[config.mk]
export PLATFORM = sky130hd
export DESIGN_NAME = pfcs_host
export DESIGN_NICKNAME = d
export VERILOG_FILES = /design/src/hw/pfcs_sync.v /design/src/hw/pfcs_host.v
export VERILOG_INCLUDE_DIRS = /design/src /design/src/hw
export SDC_FILE = /design/constraint.sdc
export NUM_CORES = 1
export LEC_CHECK = 0
export BUFFER_PORTS_ARGS = -buffer_cell sky130_fd_sc_hd__buf_2
export CAP_MARGIN = 10
export CORE_ASPECT_RATIO = 0.8
export CORE_MARGIN = 8
export CORE_UTILIZATION = 30
export CTS_CLUSTER_DIAMETER = 50
export CTS_CLUSTER_SIZE = 16
export DETAILED_ROUTE_END_ITERATION = 6
export GPL_ROUTABILITY_DRIVEN = 0
export GPL_TIMING_DRIVEN = 0
export RECOVER_POWER = 100
export SLEW_MARGIN = 5
export SYNTH_ARGS = -nofsm -noshare
export SYNTH_HDL_FRONTEND = slang
export SYNTH_SLANG_ARGS = --single-unit
[constraint.sdc]
create_clock -name clk -period 3.9 [get_ports clk]
set_clock_uncertainty 0.2 [all_clocks]
set_input_delay 0.78 -clock clk [delete_from_list [all_inputs] [get_ports clk]]
set_output_delay 0.78 -clock clk [all_outputs]
set_load 0.01 [all_outputs]
[src/hw/pfcs_defines.vh]
`ifndef PFCS_DEFINES_VH
`define PFCS_DEFINES_VH

// command sequence addresses and data
`define PFCS_ADDR_UNLOCK1   16'h5555
`define PFCS_ADDR_UNLOCK2   16'h2AAA
`define PFCS_DATA_UNLOCK1   8'hAA
`define PFCS_DATA_UNLOCK2   8'h55
`define PFCS_CMD_PROGRAM    8'hA0
`define PFCS_CMD_ERASE_SET  8'h80
`define PFCS_CMD_SECTOR     8'h30
`define PFCS_CMD_CHIP       8'h10
`define PFCS_CMD_RESET      8'hF0
`define PFCS_CMD_IDENT      8'h90
`define PFCS_ADDR_MFR_ID    16'h0000
`define PFCS_ADDR_DEV_ID    16'h0001

// host operation codes
`define PFCS_OP_READ        3'h0
`define PFCS_OP_PROGRAM     3'h1
`define PFCS_OP_SECTOR      3'h2
`define PFCS_OP_CHIP        3'h3
`define PFCS_OP_RESET       3'h4
`define PFCS_OP_RESET_LONG  3'h5
`define PFCS_OP_IDENT       3'h6

// bus phase lengths in clocks of 40 ns
`define PFCS_CLK_NS         40
`define PFCS_SETUP_CYC      2'h1
`define PFCS_STROBE_NS      90
`define PFCS_STROBE_CYC     ((`PFCS_STROBE_NS + `PFCS_CLK_NS - 1) / `PFCS_CLK_NS)
`define PFCS_RECOVER_CYC    2
`define PFCS_READ_NS        90
`define PFCS_READ_CYC       ((`PFCS_READ_NS + `PFCS_CLK_NS - 1) / `PFCS_CLK_NS + 1)

// self-timed operation waits
`define PFCS_PROG_US        30
`define PFCS_PROG_CYC       ((`PFCS_PROG_US * 1000 + `PFCS_CLK_NS - 1) / `PFCS_CLK_NS)
`define PFCS_SECTOR_MS      10
`define PFCS_SECTOR_CYC     ((`PFCS_SECTOR_MS * 1000000 + `PFCS_CLK_NS - 1) / `PFCS_CLK_NS)
`define PFCS_CHIP_MS        500
`define PFCS_CHIP_CYC       ((`PFCS_CHIP_MS * 1000000 + `PFCS_CLK_NS - 1) / `PFCS_CLK_NS)

`endif

[src/hw/pfcs_sync.v]
`timescale 1ns/1ps

// three-stage input synchroniser; output changes when stages two and three agree
module pfcs_sync #(
	parameter W = 8
) (
	input  wire         clk,
	input  wire         rst,
	input  wire [W-1:0] din,
	output reg  [W-1:0] dout
);
	reg [W-1:0] s1_r;
	reg [W-1:0] s2_r;
	reg [W-1:0] s3_r;

	always @(posedge clk)
	begin
		if (rst)
		begin
			s1_r <= {W{1'b0}};
			s2_r <= {W{1'b0}};
			s3_r <= {W{1'b0}};
			dout <= {W{1'b0}};
		end
		else
		begin
			s1_r <= din;
			s2_r <= s1_r;
			s3_r <= s2_r;
			if (s2_r == s3_r)
				dout <= s3_r;
		end
	end
endmodule // pfcs_sync

[src/hw/pfcs_host.v]
`timescale 1ns/1ps
`include "pfcs_defines.vh"

module pfcs_host #(
	parameter PROG_CYC   = `PFCS_PROG_CYC,
	parameter SECTOR_CYC = `PFCS_SECTOR_CYC,
	parameter CHIP_CYC   = `PFCS_CHIP_CYC
) (
	input  wire        clk,
	input  wire        rst,
	input  wire        req_valid,
	input  wire [2:0]  req_op,
	input  wire [15:0] req_addr,
	input  wire [7:0]  req_data,
	output reg         req_ready,
	output reg         rsp_valid,
	output reg  [7:0]  rsp_data,
	output reg  [7:0]  rsp_data2,
	output reg  [15:0] flash_addr,
	output reg         flash_ce_n,
	output reg         flash_oe_n,
	output reg         flash_we_n,
	output reg  [7:0]  flash_dq_o,
	output reg         flash_dq_oe,
	input  wire [7:0]  flash_dq_i
);
	localparam ST_IDLE  = 3'h0;
	localparam ST_SETUP = 3'h1;
	localparam ST_WRITE = 3'h2;
	localparam ST_REC   = 3'h3;
	localparam ST_READ  = 3'h4;
	localparam ST_WAIT  = 3'h5;
	localparam ST_DONE  = 3'h6;

	reg  [2:0]  state_r;
	reg  [2:0]  op_r;
	reg  [15:0] addr_r;
	reg  [7:0]  data_r;
	reg  [2:0]  step_r;
	reg  [24:0] cnt_r;
	reg         second_r;
	wire [7:0]  dq_sync;

	pfcs_sync #(.W(8)) pfcs_sync_i (
		.clk  (clk),
		.rst  (rst),
		.din  (flash_dq_i),
		.dout (dq_sync)
	);

	// number of bus write cycles per op
	function [2:0] seq_len;
		input [2:0] op;
		begin
			case (op)
				`PFCS_OP_PROGRAM:    seq_len = 3'h4;
				`PFCS_OP_SECTOR:     seq_len = 3'h6;
				`PFCS_OP_CHIP:       seq_len = 3'h6;
				`PFCS_OP_RESET:      seq_len = 3'h1;
				`PFCS_OP_RESET_LONG: seq_len = 3'h3;
				`PFCS_OP_IDENT:      seq_len = 3'h3;
				default:             seq_len = 3'h0;
			endcase
		end
	endfunction

	// address/data of write cycle number s of op
	reg [15:0] cyc_addr;
	reg [7:0]  cyc_data;
	always @*
	begin
		cyc_addr = `PFCS_ADDR_UNLOCK1;
		cyc_data = `PFCS_DATA_UNLOCK1;
		if (op_r == `PFCS_OP_RESET)
		begin
			cyc_addr = addr_r;
			cyc_data = `PFCS_CMD_RESET;
		end
		else
		begin
			case (step_r)
				3'h1, 3'h4:
				begin
					cyc_addr = `PFCS_ADDR_UNLOCK2;
					cyc_data = `PFCS_DATA_UNLOCK2;
				end
				3'h2:
				begin
					case (op_r)
						`PFCS_OP_PROGRAM:    cyc_data = `PFCS_CMD_PROGRAM;
						`PFCS_OP_RESET_LONG: cyc_data = `PFCS_CMD_RESET;
						`PFCS_OP_IDENT:      cyc_data = `PFCS_CMD_IDENT;
						default:             cyc_data = `PFCS_CMD_ERASE_SET;
					endcase
				end
				3'h3:
				begin
					if (op_r == `PFCS_OP_PROGRAM)
					begin
						cyc_addr = addr_r;
						cyc_data = data_r;
					end
				end
				3'h5:
				begin
					if (op_r == `PFCS_OP_SECTOR)
					begin
						cyc_addr = addr_r;
						cyc_data = `PFCS_CMD_SECTOR;
					end
					else
						cyc_data = `PFCS_CMD_CHIP;
				end
				default:
				begin
					cyc_addr = `PFCS_ADDR_UNLOCK1;
					cyc_data = `PFCS_DATA_UNLOCK1;
				end
			endcase
		end
	end

	always @(posedge clk)
	begin
		if (rst)
		begin
			state_r     <= ST_IDLE;
			op_r        <= 3'h0;
			addr_r      <= 16'h0000;
			data_r      <= 8'h00;
			step_r      <= 3'h0;
			cnt_r       <= 25'h0000000;
			second_r    <= 1'b0;
			req_ready   <= 1'b0;
			rsp_valid   <= 1'b0;
			rsp_data    <= 8'h00;
			rsp_data2   <= 8'h00;
			flash_addr  <= 16'h0000;
			flash_ce_n  <= 1'b1;
			flash_oe_n  <= 1'b1;
			flash_we_n  <= 1'b1;
			flash_dq_o  <= 8'h00;
			flash_dq_oe <= 1'b0;
		end
		else
		begin
			rsp_valid <= 1'b0;
			case (state_r)
				ST_IDLE:
				begin
					flash_ce_n  <= 1'b1;
					flash_oe_n  <= 1'b1;
					flash_we_n  <= 1'b1;
					flash_dq_oe <= 1'b0;
					req_ready   <= 1'b1;
					if (req_valid && req_ready)
					begin
						req_ready <= 1'b0;
						op_r      <= req_op;
						addr_r    <= req_addr;
						data_r    <= req_data;
						step_r    <= 3'h0;
						second_r  <= 1'b0;
						cnt_r     <= 25'h0000000;
						if (req_op == `PFCS_OP_READ)
						begin
							flash_addr <= req_addr;
							state_r    <= ST_READ;
						end
						else if (seq_len(req_op) == 3'h0)
							state_r <= ST_DONE; // unknown op: no bus activity
						else
							state_r <= ST_SETUP;
					end
				end
				ST_SETUP:
				begin
					// address, data and chip select settle before the strobe falls
					flash_addr  <= cyc_addr;
					flash_dq_o  <= cyc_data;
					flash_dq_oe <= 1'b1;
					flash_oe_n  <= 1'b1;
					flash_ce_n  <= 1'b0;
					cnt_r       <= 25'h0000000;
					state_r     <= ST_WRITE;
				end
				ST_WRITE:
				begin
					flash_we_n <= 1'b0;
					cnt_r      <= cnt_r + 25'h0000001;
					if (cnt_r == `PFCS_STROBE_CYC)
					begin
						flash_we_n <= 1'b1;
						cnt_r      <= 25'h0000000;
						state_r    <= ST_REC;
					end
				end
				ST_REC:
				begin
					// data and chip select held past the strobe rise
					cnt_r <= cnt_r + 25'h0000001;
					if (cnt_r == 25'h0000001)
					begin
						flash_ce_n  <= 1'b1;
						flash_dq_oe <= 1'b0;
					end
					if (cnt_r == `PFCS_RECOVER_CYC)
					begin
						cnt_r <= 25'h0000000;
						if (step_r + 3'h1 == seq_len(op_r))
						begin
							if (op_r == `PFCS_OP_IDENT)
							begin
								flash_addr <= `PFCS_ADDR_MFR_ID;
								state_r    <= ST_READ;
							end
							else
								state_r <= ST_WAIT;
						end
						else
						begin
							step_r  <= step_r + 3'h1;
							state_r <= ST_SETUP;
						end
					end
				end
				ST_READ:
				begin
					flash_we_n <= 1'b1;
					flash_ce_n <= 1'b0;
					flash_oe_n <= 1'b0;
					cnt_r      <= cnt_r + 25'h0000001;
					if (cnt_r == `PFCS_READ_CYC + 3)
					begin
						flash_ce_n <= 1'b1;
						flash_oe_n <= 1'b1;
						cnt_r      <= 25'h0000000;
						if (op_r == `PFCS_OP_IDENT && !second_r)
						begin
							rsp_data   <= dq_sync;
							second_r   <= 1'b1;
							flash_addr <= `PFCS_ADDR_DEV_ID;
							state_r    <= ST_WAIT;
						end
						else
						begin
							if (op_r == `PFCS_OP_IDENT)
								rsp_data2 <= dq_sync;
							else
								rsp_data <= dq_sync;
							state_r <= ST_DONE;
						end
					end
				end
				ST_WAIT:
				begin
					// self-timed operation; no bus writes issued meanwhile
					cnt_r <= cnt_r + 25'h0000001;
					if (op_r == `PFCS_OP_IDENT)
						state_r <= ST_READ; // one idle cycle between id reads
					else if ((op_r == `PFCS_OP_PROGRAM && cnt_r >= PROG_CYC) ||
						(op_r == `PFCS_OP_SECTOR && cnt_r >= SECTOR_CYC) ||
						(op_r == `PFCS_OP_CHIP && cnt_r >= CHIP_CYC) ||
						op_r == `PFCS_OP_RESET || op_r == `PFCS_OP_RESET_LONG)
						state_r <= ST_DONE;
					if (op_r == `PFCS_OP_IDENT)
						cnt_r <= 25'h0000000;
				end
				ST_DONE:
				begin
					rsp_valid <= 1'b1;
					state_r   <= ST_IDLE;
				end
				default:
					state_r <= ST_IDLE;
			endcase
		end
	end
endmodule // pfcs_host

==> results of run 1 <==
[metrics by stage]
step / std cells / setup WS (ns)
final: 1173 / 0.410
after global routing: 1173 / 0.212
after CTS: 1173 / 0.617
after detailed placement: 1141 / 0.628
after global placement: 1141 / 0.624
after floorplan: 783 / 1.15
[cells in the final DEF, fill, tap and decap left out, types with 4 or more instances in the layout]
cell type    n
buf_2       38
a311oi_1     5
or4_1        4
nor2_1      59
clkbuf_16   17
mux2i_1     27
nor4_1      10
nor3_1      27
o221ai_1     7
a211oi_1    11
nor2b_1     28
o21ai_0     25
o211ai_1     5
nand4_1     11
nand3_1     23
xnor2_1     14
inv_1       29
clkbuf_1    88
a22o_1       5
or3_1        5
dfxtp_1    137
a21oi_1     77
inv_8        6
nand2_1    104
o31ai_1      5
a31oi_1     17
and3_1       4
a21o_1       5
ha_1         8
[routing by layer]
metal  GRT usage  up-vias  share of wire
met5           0        -              0
met4      0.0344        0          0.010
met3      0.0422       19          0.080
met2       0.200      211           0.40
met1       0.210     2877           0.51
li1            -     3030              -
[flip-flops by register name, indices dropped and copies added (netlist names)]
signal / cells
pfcs_sync_i.s2_r: 8
addr_r: 16
cnt_r: 25
pfcs_sync_i.s3_r: 8
flash_ce_n: 1
data_r: 8
flash_dq_oe: 1
flash_we_n: 1
second_r: 1
flash_dq_o: 8
step_r: 3
pfcs_sync_i.dout: 8
state_r: 3
flash_addr: 16
flash_oe_n: 1
rsp_valid: 1
pfcs_sync_i.s1_r: 8
req_ready: 1
rsp_data2: 8
rsp_data: 8
op_r: 3
[critical path, stage by stage (launching register included)]
cell and delay, ns:
dfxtp_1 0.51, ha_1 0.36, or4bb_1 0.49, or3_1 0.38, nor3_2 0.39, nand4_1 0.64
mux2i_1 0.34, nor2_1 0.05
[area by class of cell]
class	instances	area [um^2]
timing repair buffer	83	357
inverter	31	116
fill	2275	13700
clock buffer	17	425
sequential	137	2740
multi-input combinational	565	3420
clock inverter	15	195
buffer	50	233
tap	275	344
[path summary, 6_finish.rpt]
| check | start | cells after the start | end | slack [ns] |
|---|---|---|---|---|
| worst max-delay path | cnt_r[1]$_SDFFE_PP0P_ | 7 | rsp_data2[7]$_SDFFE_PP0P_ | 0.41 |
| worst min-delay path | pfcs_sync_i.s1_r[6]$_SDFF_PP0_ | 1 | pfcs_sync_i.s2_r[6]$_SDFF_PP0_ | 0.24 |
| worst max register to register | cnt_r[1]$_SDFFE_PP0P_ | 7 | rsp_data2[7]$_SDFFE_PP0P_ | 0.41 |
| worst min register to register | pfcs_sync_i.s1_r[6]$_SDFF_PP0_ | 1 | pfcs_sync_i.s2_r[6]$_SDFF_PP0_ | 0.24 |
[kinds of logic after synthesis]
logic type               synth area share
buffers and inverters              0.0549
multiplexers                       0.0446
adder cells (fa/ha/maj)            0.0153
flip-flops                          0.418
AND/OR/NAND/NOR                     0.243
AO/OA/AOI/OAI                       0.201
XOR/XNOR                           0.0227
[where the power goes]
part / total [mW] / internal [mW] / leakage (nW) / switching [mW]
Clock: 1.70 / 0.981 / 0.303 / 0.717
Sequential: 1.65 / 1.55 / 1.11 / 0.0991
Combinational: 1.40 / 0.470 / 1.41 / 0.935
==> qor.csv, run 1 <==
stage,metric,value,unit
status,status,finished clean,
timing,max_freq,0.287,GHz
synth,yosysMostFrequentCell,dfxtp_1,
timing,final.setup.tns,0,ns
hold_path,hold_class,reg2reg,
cts,clock_sinks,137,
cts,clkLatencyLatePin,0.42,ns
job,maxCapViolations,0,
cells_and_area,antennaDiodeCount,0,
floorplan,die_h,148,um
synth,synth_commonest_cells,"137 x dfxtp_1, 104 x nand2_1, 77 x a21oi_1, 59 x nor2_1, 37 x clkbuf_1",
synth,ys_warn_count,0,
drt,detail-route-antenna-nets,0,
synth,synth_top_cell_area_share,0.418,
placed_design,placed_cell_area,0.00732,mm^2
synth,synthCells,783,
cts,tritoncts.num_buffers,17,
critical_path,end_kind,flip-flop,
cts,cts_resized,0,
synth,synthFlopType,dfxtp_1,
floorplan,core-area,0.0215,mm^2
cts,tritoncts,built,
floorplan,start_util,0.305,
global_route,grt_pass1_vias,5706,
global_route,grt_overflow,0,
floorplan,num_rows,48,
placed_design,io_buffers,83,
drt,drc_errors,0,
synth,syn_avg_cell_area,8.38,um^2
synth,synth.distinct_cells,81,
global_route,grt_pass1_wl,31200,um
critical_path,cp.required,3.99,ns
synth,synth-edff-count,0,
timing,slew_viol_final,0,
power,powerDensity,606,mW/mm^2
timing,hold_violations,0,
power,p_leak,2.82,nW
drt,vias,6137,
drt,first_iter_violations,592,
critical_path,crit_type,reg2reg,
floorplan,die_w,181,um
timing,relSlewSlack,0.355,
power,total_power,4.75,mW
global_route,antenna_found_initial,0,
drt,viasPerCell,5.23,
timing,setup_viol,0,
cells_and_area,fin_area,0.00784,mm^2
cells_and_area,drive_gt1_frac,0.111,
cts,clk_path_buf_depth,2,
timing,hold_ws,0.236,ns
cts,post-cts-setup-buffer-count,0,
drt,drt_pass1_iterations,5,
global_route,grt_use_total,0.143,
cells_and_area,fin_util,0.365,
cts,hold_buffers,0,
cells_and_area,syn2layout_area_growth,19.4,%
timing,fin_crit,3.49,ns
timing,grt_setup_unrepaired,no,
synth,netlist_top_cells_area,"dfxtp_1 42%, nand2_1 5.9%, a21oi_1 5.9%, mux2i_1 4.1%, nor2_1 3.4%",
synth,synth_fp_nets,829,
power,peakVddDrop,0.000310,V
cts,cts-root-buf,clkbuf_16,
cts,htree_levels,4,
synth,ys_async_sr_fraction,0,
critical_path,worst_ep_arrival_time,3.58,ns
cells_and_area,final_nets,931,
synth,ys_seq_area_frac,0.418,
global_route,grt_max_degree,17,
critical_path,cp_max_fo,8,
synth,synthesis.area,0.00656,mm^2
floorplan,dieArea,0.0269,mm^2
synth,synth.largest_area_cell,dfxtp_1,
timing,tightest_slew,0.965,ns
timing,finalCritPeriodShare,0.895,
drt,drt-total-wl,19400,um
placed_design,dp_hpwl,14500,um
critical_path,setup.worst_path.start_class,flip-flop,
floorplan,io_pins,84,
cts,path_clk_slew,0.07,ns
synth,ys_ff_latch,137,
drt,drt-wirelength-per-cell,16.6,um
Power figures use the tool's default switching activity.
==> inputs of run 2 (changes only) <==
Settings changed: ABC_AREA from default to 1.
==> run 2 against run 1 <==
  * Non-clock buffer count decreased by 14
  * Clock power fell by 10%
  * Register-to-register slack better by 0.63 ns
  * First-iteration DRC count shrank 33%
  * Hold slack worse by 0.036 ns
  * Synthesized area up 4.1%
  * Sequential power up 8%
  * Critical path type unchanged
==> qor.csv, run 2 <==
stage,metric,value,unit
timing,hold_ws,0.201,ns
hold_path,min_path_cells,2,
synth,synth_top_family_by_area,simple AND/OR/NAND/NOR gates,
cts,post-cts-setup-buffer-count,0,
cells_and_area,final_common_cell,nor2_1,
critical_path,end_kind,flip-flop,
drt,viasPerCell,4.60,
floorplan,die_h,151,um
synth,yosys.area_share.simple,0.279,
drt,drt-total-wl,20000,um
drt,drt-wirelength-per-cell,13.9,um
synth,yosys.area_share.adder,0.0147,
cells_and_area,antennaDiodeCount,0,
critical_path,cp_num_cells,11,
critical_path,slowest_delay,0.35,ns
floorplan,core-area,0.0224,mm^2
synth,synth_compound_area_frac,0.161,
synth,yosysMostFrequentCell,nor2_1,
global_route,grt_overflow,0,
cts,clkLatencyLatePin,0.43,ns
cts,cts_resized,0,
critical_path,setup.worst_path.start_class,flip-flop,
synth,netlist_top_cells_area,"dfxtp_1 40%, nor2_1 9.3%, nand2_1 9.2%, inv_1 8.5%, o21ai_0 7.3%",
cells_and_area,fin_util,0.358,
power,powerDensity,632,mW/mm^2
timing,finalCritPeriodShare,0.734,
cts,htree_levels,4,
floorplan,num_rows,49,
global_route,antenna_found_initial,0,
cts,clock_sinks,137,
synth,ys_async_sr_fraction,0,
critical_path,r2r_cells,11,
timing,relSlewSlack,0.431,
placed_design,dp.cells,1410,
global_route,grt_pass1_wl,32400,um
job,maxCapViolations,0,
global_route,grt_max_degree,17,
hold_path,hold_class,reg2reg,
synth,synthFlopType,dfxtp_1,
critical_path,cp.required,4.06,ns
cts,cts-root-buf,clkbuf_16,
timing,setup_viol,0,
placed_design,dp_slack,1.29,ns
timing,grt_setup_unrepaired,no,
cts,path_clk_slew,0.06,ns
power,total_power,5.08,mW
synth,synth_mux_area_frac,0,
cts,tritoncts.num_buffers,17,
cells_and_area,final_nets,1169,
timing,slew_viol_final,0,
timing,final.setup.tns,0,ns
critical_path,worst_ep_arrival_time,3.02,ns
critical_path,crit_buf_inv,4,
timing,fin_crit,2.86,ns
floorplan,start_util,0.304,
synth,ys_ff_latch,137,
cells_and_area,stdcell_count,1441,
critical_path,crit_type,reg2reg,
synth,syn_avg_cell_area,6.68,um^2
synth,synth_top_cell_area_share,0.402,
placed_design,placed_cell_area,0.00762,mm^2
cts,clk_path_buf_depth,2,
cells_and_area,top_regs,"cnt_r x25, addr_r x16, flash_addr x16",
power,peakVddDrop,0.000355,V
floorplan,die_w,185,um
cells_and_area,fin_area,0.00804,mm^2
drt,detail-route-antenna-nets,0,
cts,tritoncts,built,
synth,synthesis.area,0.00683,mm^2
drt,drc_errors,0,
power,p_leak,3.43,nW
synth,synth-xor-area-share,0.0257,
timing,max_freq,0.349,GHz
cells_and_area,final_cell_mix,"175 x nor2_1, 171 x nand2_1, 158 x inv_1",
cells_and_area,top_register,cnt_r,
global_route,grt_use_total,0.147,
critical_path,crit_family,simple AND/OR/NAND/NOR gates,
cts,hold_buffers,0,
drt,drt_pass1_iterations,5,
synth,synth_commonest_cells,"169 x nor2_1, 168 x nand2_1, 155 x inv_1, 137 x dfxtp_1, 100 x o21ai_0",
floorplan,io_pins,84,
critical_path,cp_max_fo,10,
drt,vias,6629,
cells_and_area,syn2layout_area_growth,17.7,%
synth,ys_seq_area_frac,0.402,
placed_design,io_buffers,82,
cells_and_area,drive_gt1_frac,0.0784,
timing,hold_violations,0,
timing,tightest_slew,0.844,ns
drt,first_iter_violations,394,
global_route,grt_pass1_vias,6307,
synth,synth-edff-count,0,
critical_path,crit_slowest_cell,nand2_1,
placed_design,dp_hpwl,15300,um
floorplan,dieArea,0.0279,mm^2
synth,ys_warn_count,0,
cells_and_area,largest_register_ffs,25,
synth,synth.distinct_cells,39,
synth,synthCells,1022,
timing,setup_slack,1.04,ns
synth,synth.largest_area_cell,dfxtp_1,
synth,synth_fp_nets,1068,
status,status,finished clean,
critical_path,path_cells,clkbuf_1 -> nor2_1 -> inv_1 -> nor2_1 -> nand2_1 -> nand2_1 -> inv_1 -> nand3_1 -> nand2_1 -> clkbuf_1 -> nor2_1,
run 2: tightest hold or removal path, cell delays in order (launching register included):
cell     delay [ns]
dfxtp_1        0.29
inv_1          0.04
nor2_1         0.03
run 2: path summary, 6_finish.rpt:
path	start	to	slack, ns
worst min-delay path	pfcs_sync_i.s1_r[7]$_SDFF_PP0_	pfcs_sync_i.s2_r[7]$_SDFF_PP0_	0.20
worst max register to register	state_r[0]$_SDFFE_PP0P_	cnt_r[10]$_SDFFE_PP0P_	1.04
worst max-delay path	state_r[0]$_SDFFE_PP0P_	cnt_r[10]$_SDFFE_PP0P_	1.04
worst min register to register	pfcs_sync_i.s1_r[7]$_SDFF_PP0_	pfcs_sync_i.s2_r[7]$_SDFF_PP0_	0.20
run 2: cell families (layout without fill, tap and decap cells):
kind of cell | count (synthesis) | in the layout
simple gates | 447 | 447
compound gates | 208 | 208
buf+inv | 202 | 315
flops | 137 | 137
xor+xnor | 20 | 20
fa+ha+maj | 8 | 8
run 2: layer usage:
layer  part of all wire  GRT usage  up-vias
met1               0.52      0.209     3006
met2               0.41      0.215      151
li1                   -          -     3449
met3              0.060     0.0364       23
met5                  0          0        -
met4              0.012     0.0407        0
run 2: cell type report:
| class | count | area, um^2 |
|---|---|---|
| fillers | 2522 | 14400 |
| multi-input cells | 683 | 3220 |
| flip-flops and latches | 137 | 2740 |
| inverters | 165 | 619 |
| clock buffers | 18 | 429 |
| well taps | 306 | 383 |
| repair buffers | 82 | 353 |
| plain buffers | 37 | 165 |
| clock inverters | 13 | 124 |
run 2: where the power goes:
part,switching [mW],internal (mW)
clock,0.651,0.877
sequential,0.159,1.63
combinational,1.20,0.555
==> inputs of run 3 (changes only) <==
Clock period 3.9 ns to 2.8 ns, I/O delays scaled along.
==> run 3 against run 2 <==
  * Clock power up 39%
  * Clock-buffer cell count unchanged
  * Sequential power up 40%
  * Cell count is the same
  * Utilization rose by 0.21 points
  * Global-route usage did not move
  * Largest cell class unchanged
  * Cell area up 0.59%
  * Highest routed layer unchanged
  * Die area is the same
  * Non-clock buffer count unchanged
  * First-iteration DRC count grew 21%
  * Via count grew 0.15%
==> qor.csv, run 3 (synthesis gave the netlist of run 2 again) <==
stage,metric,value,unit
timing,tightest_slew,0.668,ns
timing,hold_ws,0.137,ns
cells_and_area,final_cell_mix,"171 x nand2_1, 171 x nor2_1, 156 x inv_1",
cells_and_area,largest_register_ffs,25,
cells_and_area,antennaDiodeCount,0,
power,powerDensity,880,mW/mm^2
drt,viasPerCell,4.61,
cells_and_area,top_register,cnt_r,
floorplan,num_rows,49,
placed_design,io_buffers,82,
cts,clk_path_buf_depth,2,
placed_design,dp_hpwl,15300,um
drt,drt-total-wl,20000,um
cts,cts-root-buf,clkbuf_16,
global_route,grt_pass1_wl,32400,um
status,status,finished clean,
timing,fin_crit,2.52,ns
job,maxCapViolations,0,
cts,tritoncts.num_buffers,17,
critical_path,critPathLaunch,state_r[2]$_SDFFE_PP0P_,
floorplan,start_util,0.304,
cells_and_area,drive_gt1_frac,0.0899,
critical_path,slowest_delay,0.36,ns
cells_and_area,syn2layout_area_growth,18.4,%
timing,hold_violations,0,
timing,relSlewSlack,0.555,
cts,post-cts-setup-buffer-count,0,
floorplan,core-area,0.0224,mm^2
cts,htree_levels,4,
critical_path,path_cells,clkbuf_1 -> inv_1 -> nor2_2 -> inv_2 -> nor2_2 -> o21ai_1 -> clkbuf_1 -> o21ai_0 -> a21oi_1,
hold_path,hold_class,in2reg,
cts,path_clk_slew,0.06,ns
critical_path,crit_slowest_cell,clkbuf_1,
cts,clock_sinks,137,
floorplan,die_h,151,um
floorplan,io_pins,84,
critical_path,cp.required,2.90,ns
cts,cts_resized,0,
global_route,grt_pass1_vias,6307,
timing,final.setup.tns,0,ns
drt,drt_pass1_iterations,5,
global_route,grt_use_total,0.147,
cells_and_area,final_nets,1169,
cells_and_area,top_regs,"cnt_r x25, addr_r x16, flash_addr x16",
cts,hold_buffers,0,
drt,first_iter_violations,476,
power,peakVddDrop,0.000495,V
critical_path,end_kind,flip-flop,
timing,slew_viol_final,0,
cts,clkLatencyLatePin,0.43,ns
global_route,antenna_found_initial,0,
power,p_leak,3.45,nW
hold_path,holdCritStartpoint,flash_dq_i[2],
cells_and_area,fillCellCount,2511,
critical_path,cp_max_fo,10,
drt,drt-wirelength-per-cell,13.9,um
timing,setup_viol,0,
critical_path,r2r-start,state_r[2]$_SDFFE_PP0P_,
drt,vias,6639,
critical_path,setup.worst_path.start_class,flip-flop,
drt,drc_errors,0,
critical_path,worst_ep_arrival_time,2.62,ns
global_route,grt_overflow,0,
floorplan,die_w,185,um
cells_and_area,multi_input_area,0.00326,mm^2
timing,finalCritPeriodShare,0.900,
cells_and_area,seq_area,0.00274,mm^2
drt,detail-route-antenna-nets,0,
floorplan,dieArea,0.0279,mm^2
cts,tritoncts,built,
timing,setup_slack,0.279,ns
timing,max_freq,0.397,GHz
global_route,grt_max_degree,17,
timing,grt_setup_unrepaired,no,
placed_design,dp_slack,0.415,ns
critical_path,crit_type,reg2reg,
-- run 3: routing by layer --
layer	GRT usage	wire length, um	vias up
li1	-	-	3452
met1	0.209	10200	2987
met2	0.215	8030	182
met3	0.0364	1530	18
met4	0.0407	223	0
met5	0	0	-
-- run 3: critical path: cells and delay by family, from the launching register on --
kind / cells / cell delay [ns]
buffers and inverters: 4 / 0.91
AOI/OAI and AO/OA: 3 / 0.52
and+or+nand+nor: 2 / 0.46
DFF: 1 / 0.30
-- run 3: final cells by class --
| class | count | share of cell area |
|---|---|---|
| Multi-Input combinational cell | 683 | 0.403 |
| Sequential cell | 137 | 0.339 |
| Inverter | 165 | 0.0766 |
| Clock buffer | 18 | 0.0531 |
| Tap cell | 306 | 0.0473 |
| Timing Repair Buffer | 82 | 0.0436 |
| Buffer | 37 | 0.0223 |
| Clock inverter | 13 | 0.0153 |
-- run 3: where the power goes --
part / leakage (nW) / switching, mW / internal [mW] / total (mW)
combinational: 2.08 / 1.69 / 0.806 / 2.49
clock: 0.251 / 0.905 / 1.22 / 2.13
sequential: 1.12 / 0.221 / 2.28 / 2.50
total: 3.45 / 2.81 / 4.30 / 7.12
-- run 3: metrics by stage --
| step | total power, mW | util | cell area, um^2 | instances |
|---|---|---|---|---|
| finish | 7.12 | 0.360 | 8090 | 1441 |
| global route | 7.66 | 0.360 | 8090 | 1441 |
| CTS | 7.24 | 0.364 | 8180 | 1441 |
| detailed placement | 5.09 | 0.340 | 7620 | 1410 |
| global placement | 5.06 | 0.340 | 7620 | 1410 |
| floorplan | 4.31 | - | 6830 | 1022 |
-- run 3: final timing paths --
| kind | depth (start not counted) | slack [ns] | to |
|---|---|---|---|
| worst max-delay path | 9 | 0.28 | rsp_data[1]$_SDFFE_PP0P_ |
| worst min-delay path | 3 | 0.14 | pfcs_sync_i.s1_r[2]$_SDFF_PP0_ |
| worst max register to register | 9 | 0.28 | rsp_data[1]$_SDFFE_PP0P_ |
| worst min register to register | 2 | 0.20 | pfcs_sync_i.s2_r[7]$_SDFF_PP0_ |
